$ cat config.mk
export PLATFORM = sky130hd
export DESIGN_NAME = wwd_top
export DESIGN_NICKNAME = d
export VERILOG_FILES = /design/src/pkg/wwd_pkg.sv /design/src/logic/wwd_sync.sv /design/src/logic/wwd_presc.sv /design/src/logic/wwd_top.sv
export SDC_FILE = /design/constraint.sdc
export NUM_CORES = 1
export LEC_CHECK = 0
export ABC_AREA = 0
export ABC_CLOCK_PERIOD_IN_PS = 4900
export BUFFER_PORTS_ARGS = -buffer_cell sky130_fd_sc_hd__buf_2
export CAP_MARGIN = 25
export CORE_ASPECT_RATIO = 1.2
export CORE_MARGIN = 4
export CORE_UTILIZATION = 45
export DETAILED_ROUTE_END_ITERATION = 7
export PLACE_DENSITY = 0.69
export SLEW_MARGIN = 20
export SYNTH_ARGS = -nofsm -noshare
export SYNTH_HDL_FRONTEND = slang
export SYNTH_SLANG_ARGS = --single-unit
$ cat constraint.sdc
create_clock -name sys_clk_i -period 4.9 [get_ports sys_clk_i]
set_clock_uncertainty 0.2 [all_clocks]
set_input_delay 0.49 -clock sys_clk_i [delete_from_list [all_inputs] [get_ports sys_clk_i]]
set_output_delay 0.49 -clock sys_clk_i [all_outputs]
set_load 0.02 [all_outputs]
$ cat src/pkg/wwd_pkg.sv
package wwd_pkg;

   // ***************************************************************
   // widths
   // ***************************************************************
   localparam int unsigned WWD_CNT_W = 16;
   localparam int unsigned WWD_ADDR_W = 8;
   localparam int unsigned WWD_DATA_W = 32;
   localparam int unsigned WWD_PRESC_W = 14;
   localparam int unsigned WWD_EVT_W = 2;

   // ***************************************************************
   // register offsets (byte addresses)
   // ***************************************************************
   localparam logic [7:0] WWD_OFS_CTRL = 8'h00;
   localparam logic [7:0] WWD_OFS_RELOAD = 8'h04;
   localparam logic [7:0] WWD_OFS_WINDOW = 8'h08;
   localparam logic [7:0] WWD_OFS_COUNT = 8'h0c;
   localparam logic [7:0] WWD_OFS_STATUS = 8'h10;
   localparam logic [7:0] WWD_OFS_MASK = 8'h14;

   // ***************************************************************
   // field positions
   // ***************************************************************
   localparam int unsigned WWD_CTRL_SRC_BIT = 0;
   localparam int unsigned WWD_CTRL_DIV_BIT = 1;
   localparam int unsigned WWD_CTRL_RUN_BIT = 2;
   localparam int unsigned WWD_EVT_OVF_BIT = 0;
   localparam int unsigned WWD_EVT_WIN_BIT = 1;

   // ***************************************************************
   // reset values and counts
   // ***************************************************************
   // 256 ticks of 512 us on a 500 kHz wake-up clock: about 0.13 s
   localparam logic [15:0] WWD_RELOAD_RST = 16'hff00;
   localparam logic [15:0] WWD_WINDOW_RST = 16'hff00;
   localparam logic WWD_SRC_RST = 1'b1;
   localparam logic WWD_DIV_RST = 1'b0;
   localparam logic [1:0] WWD_MASK_RST = 2'h0;
   localparam int unsigned WWD_DIV_LO = 256;
   localparam int unsigned WWD_DIV_HI = 16384;

   // ***************************************************************
   // types
   // ***************************************************************
   typedef enum logic [1:0] {
      WWD_ST_RUN = 2'b01,
      WWD_ST_STOP = 2'b10
   } wwd_state_t;

   typedef enum logic {
      WWD_SRC_SYS = 1'b0,
      WWD_SRC_WU = 1'b1
   } wwd_src_t;

   typedef struct packed {
      logic [7:0] addr;
      logic [31:0] wdata;
      logic wr;
      logic rd;
   } wwd_bus_req_t;

   typedef struct packed {
      logic dis;
      logic en;
      logic srv;
   } wwd_instr_t;

   typedef struct packed {
      wwd_src_t src;
      logic div_hi;
   } wwd_cfg_t;

endpackage

$ cat src/logic/wwd_sync.sv
`timescale 1ns/1ps
`default_nettype none
module wwd_sync (
   // clock and reset
   input wire logic sys_clk_i,
   input wire logic arst_n_i,
   // pin side
   input wire logic async_i,
   // filtered result
   output logic level_o,
   output logic rise_o
);
   logic s1_q;
   logic s2_q;
   logic s3_q;
   logic level_q;
   logic rise_q;

   always_ff @(posedge sys_clk_i or negedge arst_n_i) begin
      if (!arst_n_i) begin
         s1_q <= 1'b0;
         s2_q <= 1'b0;
         s3_q <= 1'b0;
      end else begin
         s1_q <= async_i;
         s2_q <= s1_q;
         s3_q <= s2_q;
      end
   end

   // a change counts only once stages two and three agree
   always_ff @(posedge sys_clk_i or negedge arst_n_i) begin
      if (!arst_n_i) begin
         level_q <= 1'b0;
         rise_q <= 1'b0;
      end else begin
         rise_q <= (s2_q == s3_q) && s2_q && !level_q;
         if (s2_q == s3_q) begin
            level_q <= s2_q;
         end
      end
   end

   assign level_o = level_q;
   assign rise_o = rise_q;
endmodule
`default_nettype wire

$ cat src/logic/wwd_presc.sv
`timescale 1ns/1ps
`default_nettype none
module wwd_presc #(
   parameter int unsigned PW = 14,
   parameter int unsigned DIV_LO = 256,
   parameter int unsigned DIV_HI = 16384
) (
   // clock and reset
   input wire logic sys_clk_i,
   input wire logic arst_n_i,
   // control
   input wire logic in_tick_i,
   input wire logic clr_i,
   input wire logic div_hi_i,
   // output tick
   output logic tick_o
);
   logic [PW-1:0] cnt_q;
   logic [PW-1:0] lim;
   logic tick_q;

   assign lim = div_hi_i ? PW'(DIV_HI - 1) : PW'(DIV_LO - 1);

   always_ff @(posedge sys_clk_i or negedge arst_n_i) begin
      if (!arst_n_i) begin
         cnt_q <= '0;
         tick_q <= 1'b0;
      end else if (clr_i) begin
         cnt_q <= '0;
         tick_q <= 1'b0;
      end else if (in_tick_i && (cnt_q >= lim)) begin
         cnt_q <= '0;
         tick_q <= 1'b1;
      end else begin
         cnt_q <= in_tick_i ? cnt_q + PW'(1) : cnt_q;
         tick_q <= 1'b0;
      end
   end

   assign tick_o = tick_q;
endmodule
`default_nettype wire

$ cat src/logic/wwd_top.sv
// Summary of operation
// - after reset the watchdog runs at once, no software start needed
// - disable instruction stops it unless enable comes in the same cycle, enable instruction restarts it at any time
// - counter overflow from missing service raises a reset request
// - service inside the forbidden window raises a reset request, no reload
// - counter is 16 bits wide and counts up
// - source is system or wake-up clock, prescaled by 16384 or 256
// - each valid service loads the counter from the reload register
// - power-up defaults give about 0.13 s on a 500 kHz wake-up clock
//
// Local design decisions: strobed register access and the placing of the registers.
`timescale 1ns/1ps
`default_nettype none
module wwd_top (
   // clock and reset
   input wire logic sys_clk_i,
   input wire logic arst_n_i,
   // register port
   input wire wwd_pkg::wwd_bus_req_t bus_req_i,
   output logic [31:0] rdata_o,
   // cpu instructions, one-cycle pulses
   input wire wwd_pkg::wwd_instr_t instr_i,
   // wake-up oscillator pin
   input wire logic wakeup_oscillator_clock_i,
   // reset controller
   input wire logic reset_ack_i,
   output logic reset_req_o,
   // interrupt
   output logic irq_o
);
   import wwd_pkg::*;

   // ***************************************************************
   // state
   // ***************************************************************
   wwd_state_t st_q;
   wwd_cfg_t cfg_q;
   logic [15:0] cnt_q;
   logic [15:0] cnt_d;
   logic [15:0] watchdog_reload_value_q;
   logic [15:0] win_q;
   logic [1:0] stat_q;
   logic [1:0] stat_d;
   logic [1:0] mask_q;
   logic [1:0] evt;
   logic [1:0] w1c;
   logic [31:0] rdata_q;
   logic irq_q;
   logic rst_req_q;
   logic running;
   logic wu_rise;
   logic presc_in;
   logic presc_tick;
   logic presc_clr;
   logic cfg_wr;
   logic srv_ok;
   logic win_viol;
   logic ovf;

   // ***************************************************************
   // wake-up clock and prescaler
   // ***************************************************************
   wwd_sync u_wu_sync (
      .sys_clk_i(sys_clk_i),
      .arst_n_i(arst_n_i),
      .async_i(wakeup_oscillator_clock_i),
      .level_o(),
      .rise_o(wu_rise)
   );

   assign presc_in = (cfg_q.src == WWD_SRC_WU) ? wu_rise : 1'b1;
   assign cfg_wr = bus_req_i.wr && (bus_req_i.addr == WWD_OFS_CTRL);
   // restart the prescaler so every interval starts from a full tick
   assign presc_clr = srv_ok || ovf || cfg_wr;

   wwd_presc #(
      .PW(WWD_PRESC_W),
      .DIV_LO(WWD_DIV_LO),
      .DIV_HI(WWD_DIV_HI)
   ) u_presc (
      .sys_clk_i(sys_clk_i),
      .arst_n_i(arst_n_i),
      .in_tick_i(presc_in),
      .clr_i(presc_clr),
      .div_hi_i(cfg_q.div_hi),
      .tick_o(presc_tick)
   );

   // ***************************************************************
   // run / stop
   // ***************************************************************
   assign running = (st_q == WWD_ST_RUN);

   // enable wins when both arrive together: fail safe
   always_ff @(posedge sys_clk_i or negedge arst_n_i) begin
      if (!arst_n_i) begin
         st_q <= WWD_ST_RUN;
      end else begin
         case (st_q)
            WWD_ST_RUN: begin
               if (instr_i.dis && !instr_i.en) begin
                  st_q <= WWD_ST_STOP;
               end
            end
            WWD_ST_STOP: begin
               if (instr_i.en) begin
                  st_q <= WWD_ST_RUN;
               end
            end
            default: begin
               st_q <= WWD_ST_RUN;
            end
         endcase
      end
   end

   // ***************************************************************
   // counter, window and overflow
   // ***************************************************************
   // a stopped watchdog reloads on service without a window check
   assign win_viol = instr_i.srv && running && (cnt_q < win_q);
   assign srv_ok = instr_i.srv && !win_viol;
   assign ovf = running && presc_tick && (cnt_q == 16'hffff) && !srv_ok;

   always_comb begin
      cnt_d = cnt_q;
      if (srv_ok) begin
         cnt_d = watchdog_reload_value_q;
      end else if (ovf) begin
         cnt_d = watchdog_reload_value_q;
      end else if (running && presc_tick) begin
         cnt_d = cnt_q + 16'h0001;
      end
   end

   always_ff @(posedge sys_clk_i or negedge arst_n_i) begin
      if (!arst_n_i) begin
         cnt_q <= WWD_RELOAD_RST;
      end else begin
         cnt_q <= cnt_d;
      end
   end

   // set wins over acknowledge
   always_ff @(posedge sys_clk_i or negedge arst_n_i) begin
      if (!arst_n_i) begin
         rst_req_q <= 1'b0;
      end else if (ovf || win_viol) begin
         rst_req_q <= 1'b1;
      end else if (reset_ack_i) begin
         rst_req_q <= 1'b0;
      end
   end

   // ***************************************************************
   // registers
   // ***************************************************************
   always_ff @(posedge sys_clk_i or negedge arst_n_i) begin
      if (!arst_n_i) begin
         cfg_q.src <= wwd_src_t'(WWD_SRC_RST);
         cfg_q.div_hi <= WWD_DIV_RST;
      end else if (cfg_wr) begin
         cfg_q.src <= wwd_src_t'(bus_req_i.wdata[WWD_CTRL_SRC_BIT]);
         cfg_q.div_hi <= bus_req_i.wdata[WWD_CTRL_DIV_BIT];
      end
   end

   always_ff @(posedge sys_clk_i or negedge arst_n_i) begin
      if (!arst_n_i) begin
         watchdog_reload_value_q <= WWD_RELOAD_RST;
      end else if (bus_req_i.wr && (bus_req_i.addr == WWD_OFS_RELOAD)) begin
         watchdog_reload_value_q <= bus_req_i.wdata[15:0];
      end
   end

   always_ff @(posedge sys_clk_i or negedge arst_n_i) begin
      if (!arst_n_i) begin
         win_q <= WWD_WINDOW_RST;
      end else if (bus_req_i.wr && (bus_req_i.addr == WWD_OFS_WINDOW)) begin
         win_q <= bus_req_i.wdata[15:0];
      end
   end

   always_ff @(posedge sys_clk_i or negedge arst_n_i) begin
      if (!arst_n_i) begin
         mask_q <= WWD_MASK_RST;
      end else if (bus_req_i.wr && (bus_req_i.addr == WWD_OFS_MASK)) begin
         mask_q <= bus_req_i.wdata[1:0];
      end
   end

   // ***************************************************************
   // sticky status and interrupt
   // ***************************************************************
   always_comb begin
      evt = '0;
      evt[WWD_EVT_OVF_BIT] = ovf;
      evt[WWD_EVT_WIN_BIT] = win_viol;
      w1c = '0;
      if (bus_req_i.wr && (bus_req_i.addr == WWD_OFS_STATUS)) begin
         w1c = bus_req_i.wdata[1:0];
      end
      stat_d = (stat_q & ~w1c) | evt;
   end

   always_ff @(posedge sys_clk_i or negedge arst_n_i) begin
      if (!arst_n_i) begin
         stat_q <= '0;
         irq_q <= 1'b0;
      end else begin
         stat_q <= stat_d;
         irq_q <= |(stat_q & mask_q);
      end
   end

   // ***************************************************************
   // read port
   // ***************************************************************
   always_ff @(posedge sys_clk_i or negedge arst_n_i) begin
      if (!arst_n_i) begin
         rdata_q <= '0;
      end else begin
         rdata_q <= '0;
         if (bus_req_i.rd) begin
            if (bus_req_i.addr == WWD_OFS_CTRL) begin
               rdata_q[WWD_CTRL_SRC_BIT] <= cfg_q.src;
               rdata_q[WWD_CTRL_DIV_BIT] <= cfg_q.div_hi;
               rdata_q[WWD_CTRL_RUN_BIT] <= running;
            end else if (bus_req_i.addr == WWD_OFS_RELOAD) begin
               rdata_q[15:0] <= watchdog_reload_value_q;
            end else if (bus_req_i.addr == WWD_OFS_WINDOW) begin
               rdata_q[15:0] <= win_q;
            end else if (bus_req_i.addr == WWD_OFS_COUNT) begin
               rdata_q[15:0] <= cnt_q;
            end else if (bus_req_i.addr == WWD_OFS_STATUS) begin
               rdata_q[1:0] <= stat_q;
            end else if (bus_req_i.addr == WWD_OFS_MASK) begin
               rdata_q[1:0] <= mask_q;
            end
         end
      end
   end

   assign rdata_o = rdata_q;
   assign reset_req_o = rst_req_q;
   assign irq_o = irq_q;

   // ***************************************************************
   // checks
   // ***************************************************************
   logic seen_dis_q;
   logic seen_wr_q;
   int gap_q;

   always_ff @(posedge sys_clk_i or negedge arst_n_i) begin
      if (!arst_n_i) begin
         seen_dis_q <= 1'b0;
         seen_wr_q <= 1'b0;
         gap_q <= 0;
      end else begin
         seen_dis_q <= seen_dis_q || instr_i.dis;
         seen_wr_q <= seen_wr_q || bus_req_i.wr;
         gap_q <= presc_clr ? 0 : (presc_tick ? 1 : gap_q + 1);
      end
   end
endmodule
`default_nettype wire

== After elaboration in Yosys (flattened, before gate mapping) ==
Cells that the tools add are included.

* Input bits: 49
* Word-level logic and storage cells: 90
* Register bits: 94
* Output and inout port bits: 34

* Muxes and demuxes: 25
* Equal/unequal tests: 11
* Magnitude comparators: 2
* Add/sub/neg operators: 2
* Reduce and logical (&&, ||, !) cells: 28
* Bitwise operators: 4

{| class="wikitable"
|+ Operators by type and width
! kind !! number
|-
| $mux W16 || 6
|-
| $mux W14 || 5
|-
| $add A16 B1 Y16 const B || 1
|-
| $eq A16 B16 Y1 const B || 1
|-
| $eq A8 B4 Y1 const B || 2
|-
| $eq A8 B5 Y1 const B || 2
|-
| $lt A16 B16 Y1 || 1
|-
| $logic_and A1 B1 Y1 || 15
|-
| $add A14 B1 Y14 const B || 1
|-
| $ge A14 B14 Y1 || 1
|-
| $mux W13 || 1
|-
| $mux W2 || 6
|-
| $eq A8 B3 Y1 const B || 1
|-
| $logic_not A8 Y1 || 1
|-
| $reduce_bool A3 Y1 || 2
|-
| $mux W1 || 5
|-
| $and A2 B2 Y2 || 2
|-
| $logic_not A1 Y1 || 4
|-
| $pmux W2 S2 || 1
|-
| $logic_or A1 B1 Y1 || 3
|-
| $mux W3 || 1
|-
| $eq A2 B1 Y1 const B || 1
|-
| $eq A2 B2 Y1 const B || 1
|-
| $ne A2 B1 Y1 const B || 1
|-
| 7 further kinds || 7
|}

== Logic depth before layout (Yosys ltp) ==
* Word-level depth: 10
* Gate-level depth with buffers: 9

== Hierarchy ==
A second synthesis with hierarchy kept.

* Cell total of the unflattened synthesis: 472
* Area total of the unflattened synthesis: 5154.9 um2

{| class="wikitable"
|+ By module, submodules not included
! module !! area each (um2) !! instances !! cells each
|-
| wwd_top || 3878.7 || 1 || 335
|-
| wwd_presc || 1117.3 || 1 || 129
|-
| wwd_sync || 158.9 || 1 || 8
|}

== Worst setup path after synthesis ==
OpenSTA, ideal clock, no wires.

* Path type: reg-to-reg
* Start: register win_q[13]
* End: register cnt_q[0]
* Path buffers: 1
* Stages on the path, launching flop included: 10
* Required time: 4.575 ns
* Path slack: 2.377 ns
* Library setup time: 0.125 ns
* Arrival time: 2.198 ns
* Cell sequence: dfstp_2 inv_1 ha_1 a21oi_1 o21ai_0 or3_1 a41oi_4 o21ai_2 buf_6 mux2_4

* Cells in the longest elaborated chain, start to end: 8
* Elaborated cells on any way between the ends: 9
* Classes of those cells: 1 x order compare; 2 x mux; 6 x reduce/logical

{| class="wikitable"
|+ Ends and longest elaborated chain
! item !! line !! RTL
|-
| start: declaration || wwd_top.sv:41 || <nowiki>logic [15:0] win_q;</nowiki>
|-
| start signal: assignment || wwd_top.sv:180 || <nowiki>win_q <= bus_req_i.wdata[15:0];</nowiki>
|-
| $lt A16 B16 Y1 * || wwd_top.sv:121 || <nowiki>assign win_viol = instr_i.srv && running && (cnt_q < win_q);</nowiki>
|-
| $logic_and A1 B1 Y1 * || wwd_top.sv:121 ||
|-
| $logic_not A1 Y1 * || wwd_top.sv:122 || <nowiki>assign srv_ok = instr_i.srv && !win_viol;</nowiki>
|-
| $logic_and A1 B1 Y1 * || wwd_top.sv:122 ||
|-
| $logic_not A1 Y1 || wwd_top.sv:123 || <nowiki>assign ovf = running && presc_tick && (cnt_q == 16'hffff) && !srv_ok;</nowiki>
|-
| $logic_and A1 B1 Y1 || wwd_top.sv:123 ||
|-
| $mux W16 || wwd_top.sv:129 || <nowiki>end else if (ovf) begin</nowiki>
|-
| $mux W16 || wwd_top.sv:127 || <nowiki>if (srv_ok) begin</nowiki>
|-
| end signal: assignment || wwd_top.sv:140 || <nowiki>cnt_q <= cnt_d;</nowiki>
|-
| end: declaration || wwd_top.sv:38 || <nowiki>logic [15:0] cnt_q;</nowiki>
|}

Mark *: on every way between the ends. The rest lies on a longest branch, timed or not.
A chain may end at the register's enable or synchronous reset.

== Final worst setup path ==
* Start: register win_q[14]
* End: register cnt_q[0]

Same word-level chain as after synthesis.

==> metrics.csv <==
stage,metric,value,unit
clock_network,CTS Buf Count,9,
layout,antenna fix cells,0,
clock_network,Root Buffer,clkbuf_16,
run_status,status,"finished, final reports clean",
sta,"Hold Violations, Final",0,
synth,Synth top cells by count,"dfrtp_1 (68), nor2_1 (38), dfstp_2 (26)",
flow_run,maxcap violations,0,
clock_network,H-tree depth,3,
synth,Mean Syn Cell Area,11.74,sq um
pwr,sw power,489.1,uW
floorplanning,Starting Density,0.4667,
layout,layout cell share with drive strength beyond 1,0.2977,
sta,maximum clock frequency,329.6,MHz
setup_path,"CP delay by family, top",compound AO/OA/AOI/OAI gates,
layout,nets@finish,545,
global_routing,first-pass GRT wire length,16990,um
global_routing,largest net degree at the start of global routing,49,
synth,Async SR Flop Fraction,1.000,
clock_network,"Clk Latency, worst-skew pair",0.34,ns
layout,Area Growth Syn to Fin,13.51,%
floorplanning,Chip Height,123.0,um
synth,Mapped Area,0.004956,sq mm
sta,worst-margin pin slew,0.7035,ns
setup_path,worst-path cell chain,inv_1 -> ha_1 -> nand4_1 -> o2111ai_1 -> or3_1 -> a41oi_4 -> o21ai_2 -> buf_4 -> mux2_4,
pwr,PwrDens,350.5,mW/mm^2
pwr,Gate power share,0.138,
floorplanning,# IOs,83,
clock_network,Clock Pin Slew Worst Setup and Hold Paths,0.06,ns
placed_design,placed insts,588,
min_path,Hold Crit Class,in2reg,
pwr,Sw Ratio,0.2480,
routing,drt via density,5.485,
pwr,Seq pwr share,0.445,
routing,DRC viols,0,
floorplanning,Die Width,103.8,um
setup_path,WP buf/inv,2,
synth,Yosys reg bits,94,
synth,top cell type's share of synthesized area,0.3433,
global_routing,vias in the first global route,3404,
setup_path,crit end category,flop,
routing,1st-pass router iterations,8,
routing,vias after detailed routing,3324,
pwr,total power,1972,uW
routing,DRT iter0 DRCs,200,
synth,prevailing post-synth register cell,dfrtp_1,
sta,Final Setup Violations,0,
sta,setup TNS,0,ns
sta,Hold Worst Slack,0.05290,ns
setup_path,Crit Path Class,reg2reg,
clock_network,TritonCTS clock tree,yes,
synth,top-count cell post-synth,dfrtp_1,
floorplanning,num rows,41,
pwr,Leakage Power,0.002654,uW
pwr,Worst VDD drop,0.0001607,V
layout,Finished Layout Cells,606,
placed_design,post-DP HPWL,7247,um
sta,Tcrit/Tclk final,0.6192,
setup_path,Worst Path Required,4.92,ns
setup_path,CP max stage delay,0.55,ns
pwr,Clock power frac,0.417,
sta,unrepaired setup endpoints after global routing,no,
synth,sequential fraction of the synthesis area,0.4812,
setup_path,Worst path slowest cell,dfstp_2,
synth,number of flops mapped to enable cells by yosys,0,
setup_path,Startpoint Class,flop,
global_routing,Overall Global Routing Usage,0.1688,
setup_path,Crit path arrival time,3.06,ns
placed_design,Port-buffer cells,50,
sta,relative slew slack,0.5310,
sta,Max Slew Vio Count,0,
synth,synth warn,0,
clock_network,Post-CTS Setup Bufs,0,
global_routing,Overflow after GRT,0,
synth,post-synthesis cell count,422,
floorplanning,Die ar.,0.01276,sq mm
routing,final WL,10350,um
sta,min Tclk post-route,3.034,ns
synth,"top cells by area, synth","dfrtp_1 (34%), dfstp_2 (14%), ha_1 (6.1%), mux2_4 (4.8%), mux2_2 (4.8%)",
floorplanning,core area,0.01062,sq mm
setup_path,Crit Path Max Fanout,12,
placed_design,GP Congestion,0.8541,
global_routing,initial antenna violation count,0,
clock_network,Clock Path Buffers,2,
clock_network,hold-fix buffers at CTS,1,
routing,post-route ant nets,0,
synth,leading area contributor after synthesis,dfrtp_1,
synth,Yosys cell types,54,
pwr,Internal Dissipation,1483,uW
routing,mean routed wirelength per cell,17.08,um
clock_network,post-cts sizing count,0,
clock_network,CTS sink cnt,94,
path summary, 6_finish.rpt:
path / cells past startpoint / startpoint / slack [ns] / endpoint
setup reg to reg: 9 / win_q[14] / 1.87 / cnt_q[0]
setup / recovery: 9 / win_q[14] / 1.87 / cnt_q[0]
max in group asynchronous: 3 / arst_n_i / 2.99 / rdata_o[12]
hold / removal: 1 / wakeup_oscillator_clock_i / 0.05 / u_wu_sync.s1_q
hold reg to reg: 0 / u_wu_sync.s1_q / 0.16 / u_wu_sync.s2_q
min in group asynchronous: 2 / arst_n_i / 0.50 / mask_q[0]
metrics by stage:
stage / cell area [sq um] / utilization / setup WS (ns)
final: 5625 / 0.5298 / 1.866
after CTS: 5618 / 0.5290 / 1.874
after detailed placement: 5251 / 0.4945 / 1.815
after global placement: 5251 / 0.4945 / 1.883
after global routing: 5625 / 0.5298 / 1.713
after floorplan: 5012 / - / 2.377
state kept, by name (all words and copies together), names as in the netlist:
signal	cells
stat_q	2
u_wu_sync.rise_o	1
st_q	2
u_wu_sync.level_o	1
rdata_o	16
u_wu_sync.s3_q	1
reset_req_o	1
u_wu_sync.s1_q	1
u_presc.tick_o	1
cfg_q	2
u_presc.cnt_q	14
cnt_q	16
watchdog_reload_value_q	16
mask_q	2
win_q	16
irq_o	1
u_wu_sync.s2_q	1
cell families (layout without fill, tap and decap cells):
logic type / after synthesis / count (layout) / share of synthesized area
AND/OR/NAND/NOR: 117 / 117 / 0.1277
XOR/XNOR: 26 / 26 / 0.04595
other: 1 / 16 / 0.0007567
buffers and inverters: 53 / 93 / 0.05655
multiplexers: 54 / 54 / 0.1348
AO/OA/AOI/OAI: 53 / 53 / 0.09241
adder cells (fa/ha/maj): 24 / 24 / 0.06059
flip-flops: 94 / 94 / 0.4812
cell usage in the layout (no fill, tap or decap), types with 6 or more instances in the layout:
cell / n
nand2_1: 18
xnor2_1: 15
ha_1: 24
mux2_1: 17
mux2_4: 16
dfrtp_1: 68
xor2_1: 11
nand3_1: 10
clkbuf_16: 9
nor2_1: 38
dfstp_2: 26
a222oi_1: 13
inv_1: 22
buf_2: 49
nand4_1: 12
mux2_2: 21
conb_1: 16
a21oi_1: 6
and4_1: 6
metal layers:
metal	share of wire	global-route usage	vias to the layer above
met4	0.016	0.06816	0
met1	0.44	0.2158	1661
met3	0.031	0.02924	13
li1	-	-	1581
met2	0.51	0.2878	69
met5	0	0	-
worst register-to-register path: stages (launching register included):
cell       delay (ns)
dfstp_2          0.55
inv_1            0.05
ha_1             0.28
nand4_1          0.15
o2111ai_1        0.22
or3_1            0.19
a41oi_4          0.07
o21ai_2          0.50
buf_4            0.37
mux2_4           0.34
power by group through the flow:
stage / clock network [uW] / logic, uW / registers [uW]
after floorplan: 0 / 207 / 883
after global placement: 0 / 260 / 888
after detailed placement: 0 / 270 / 889
after CTS: 834 / 272 / 876
after global routing: 866 / 304 / 883
final: 822 / 273 / 877
final cells by class:
class                      instances  area, sq um
clock buffer                      11        252.7
inverter                          22        82.58
fill                             948         4994
tap                              129        161.4
timing repair buffer              55        292.8
sequential                        94         2385
clock inverter                     5        103.9
multi-input combinational        290         2347
Power figures use the tool's default switching activity.
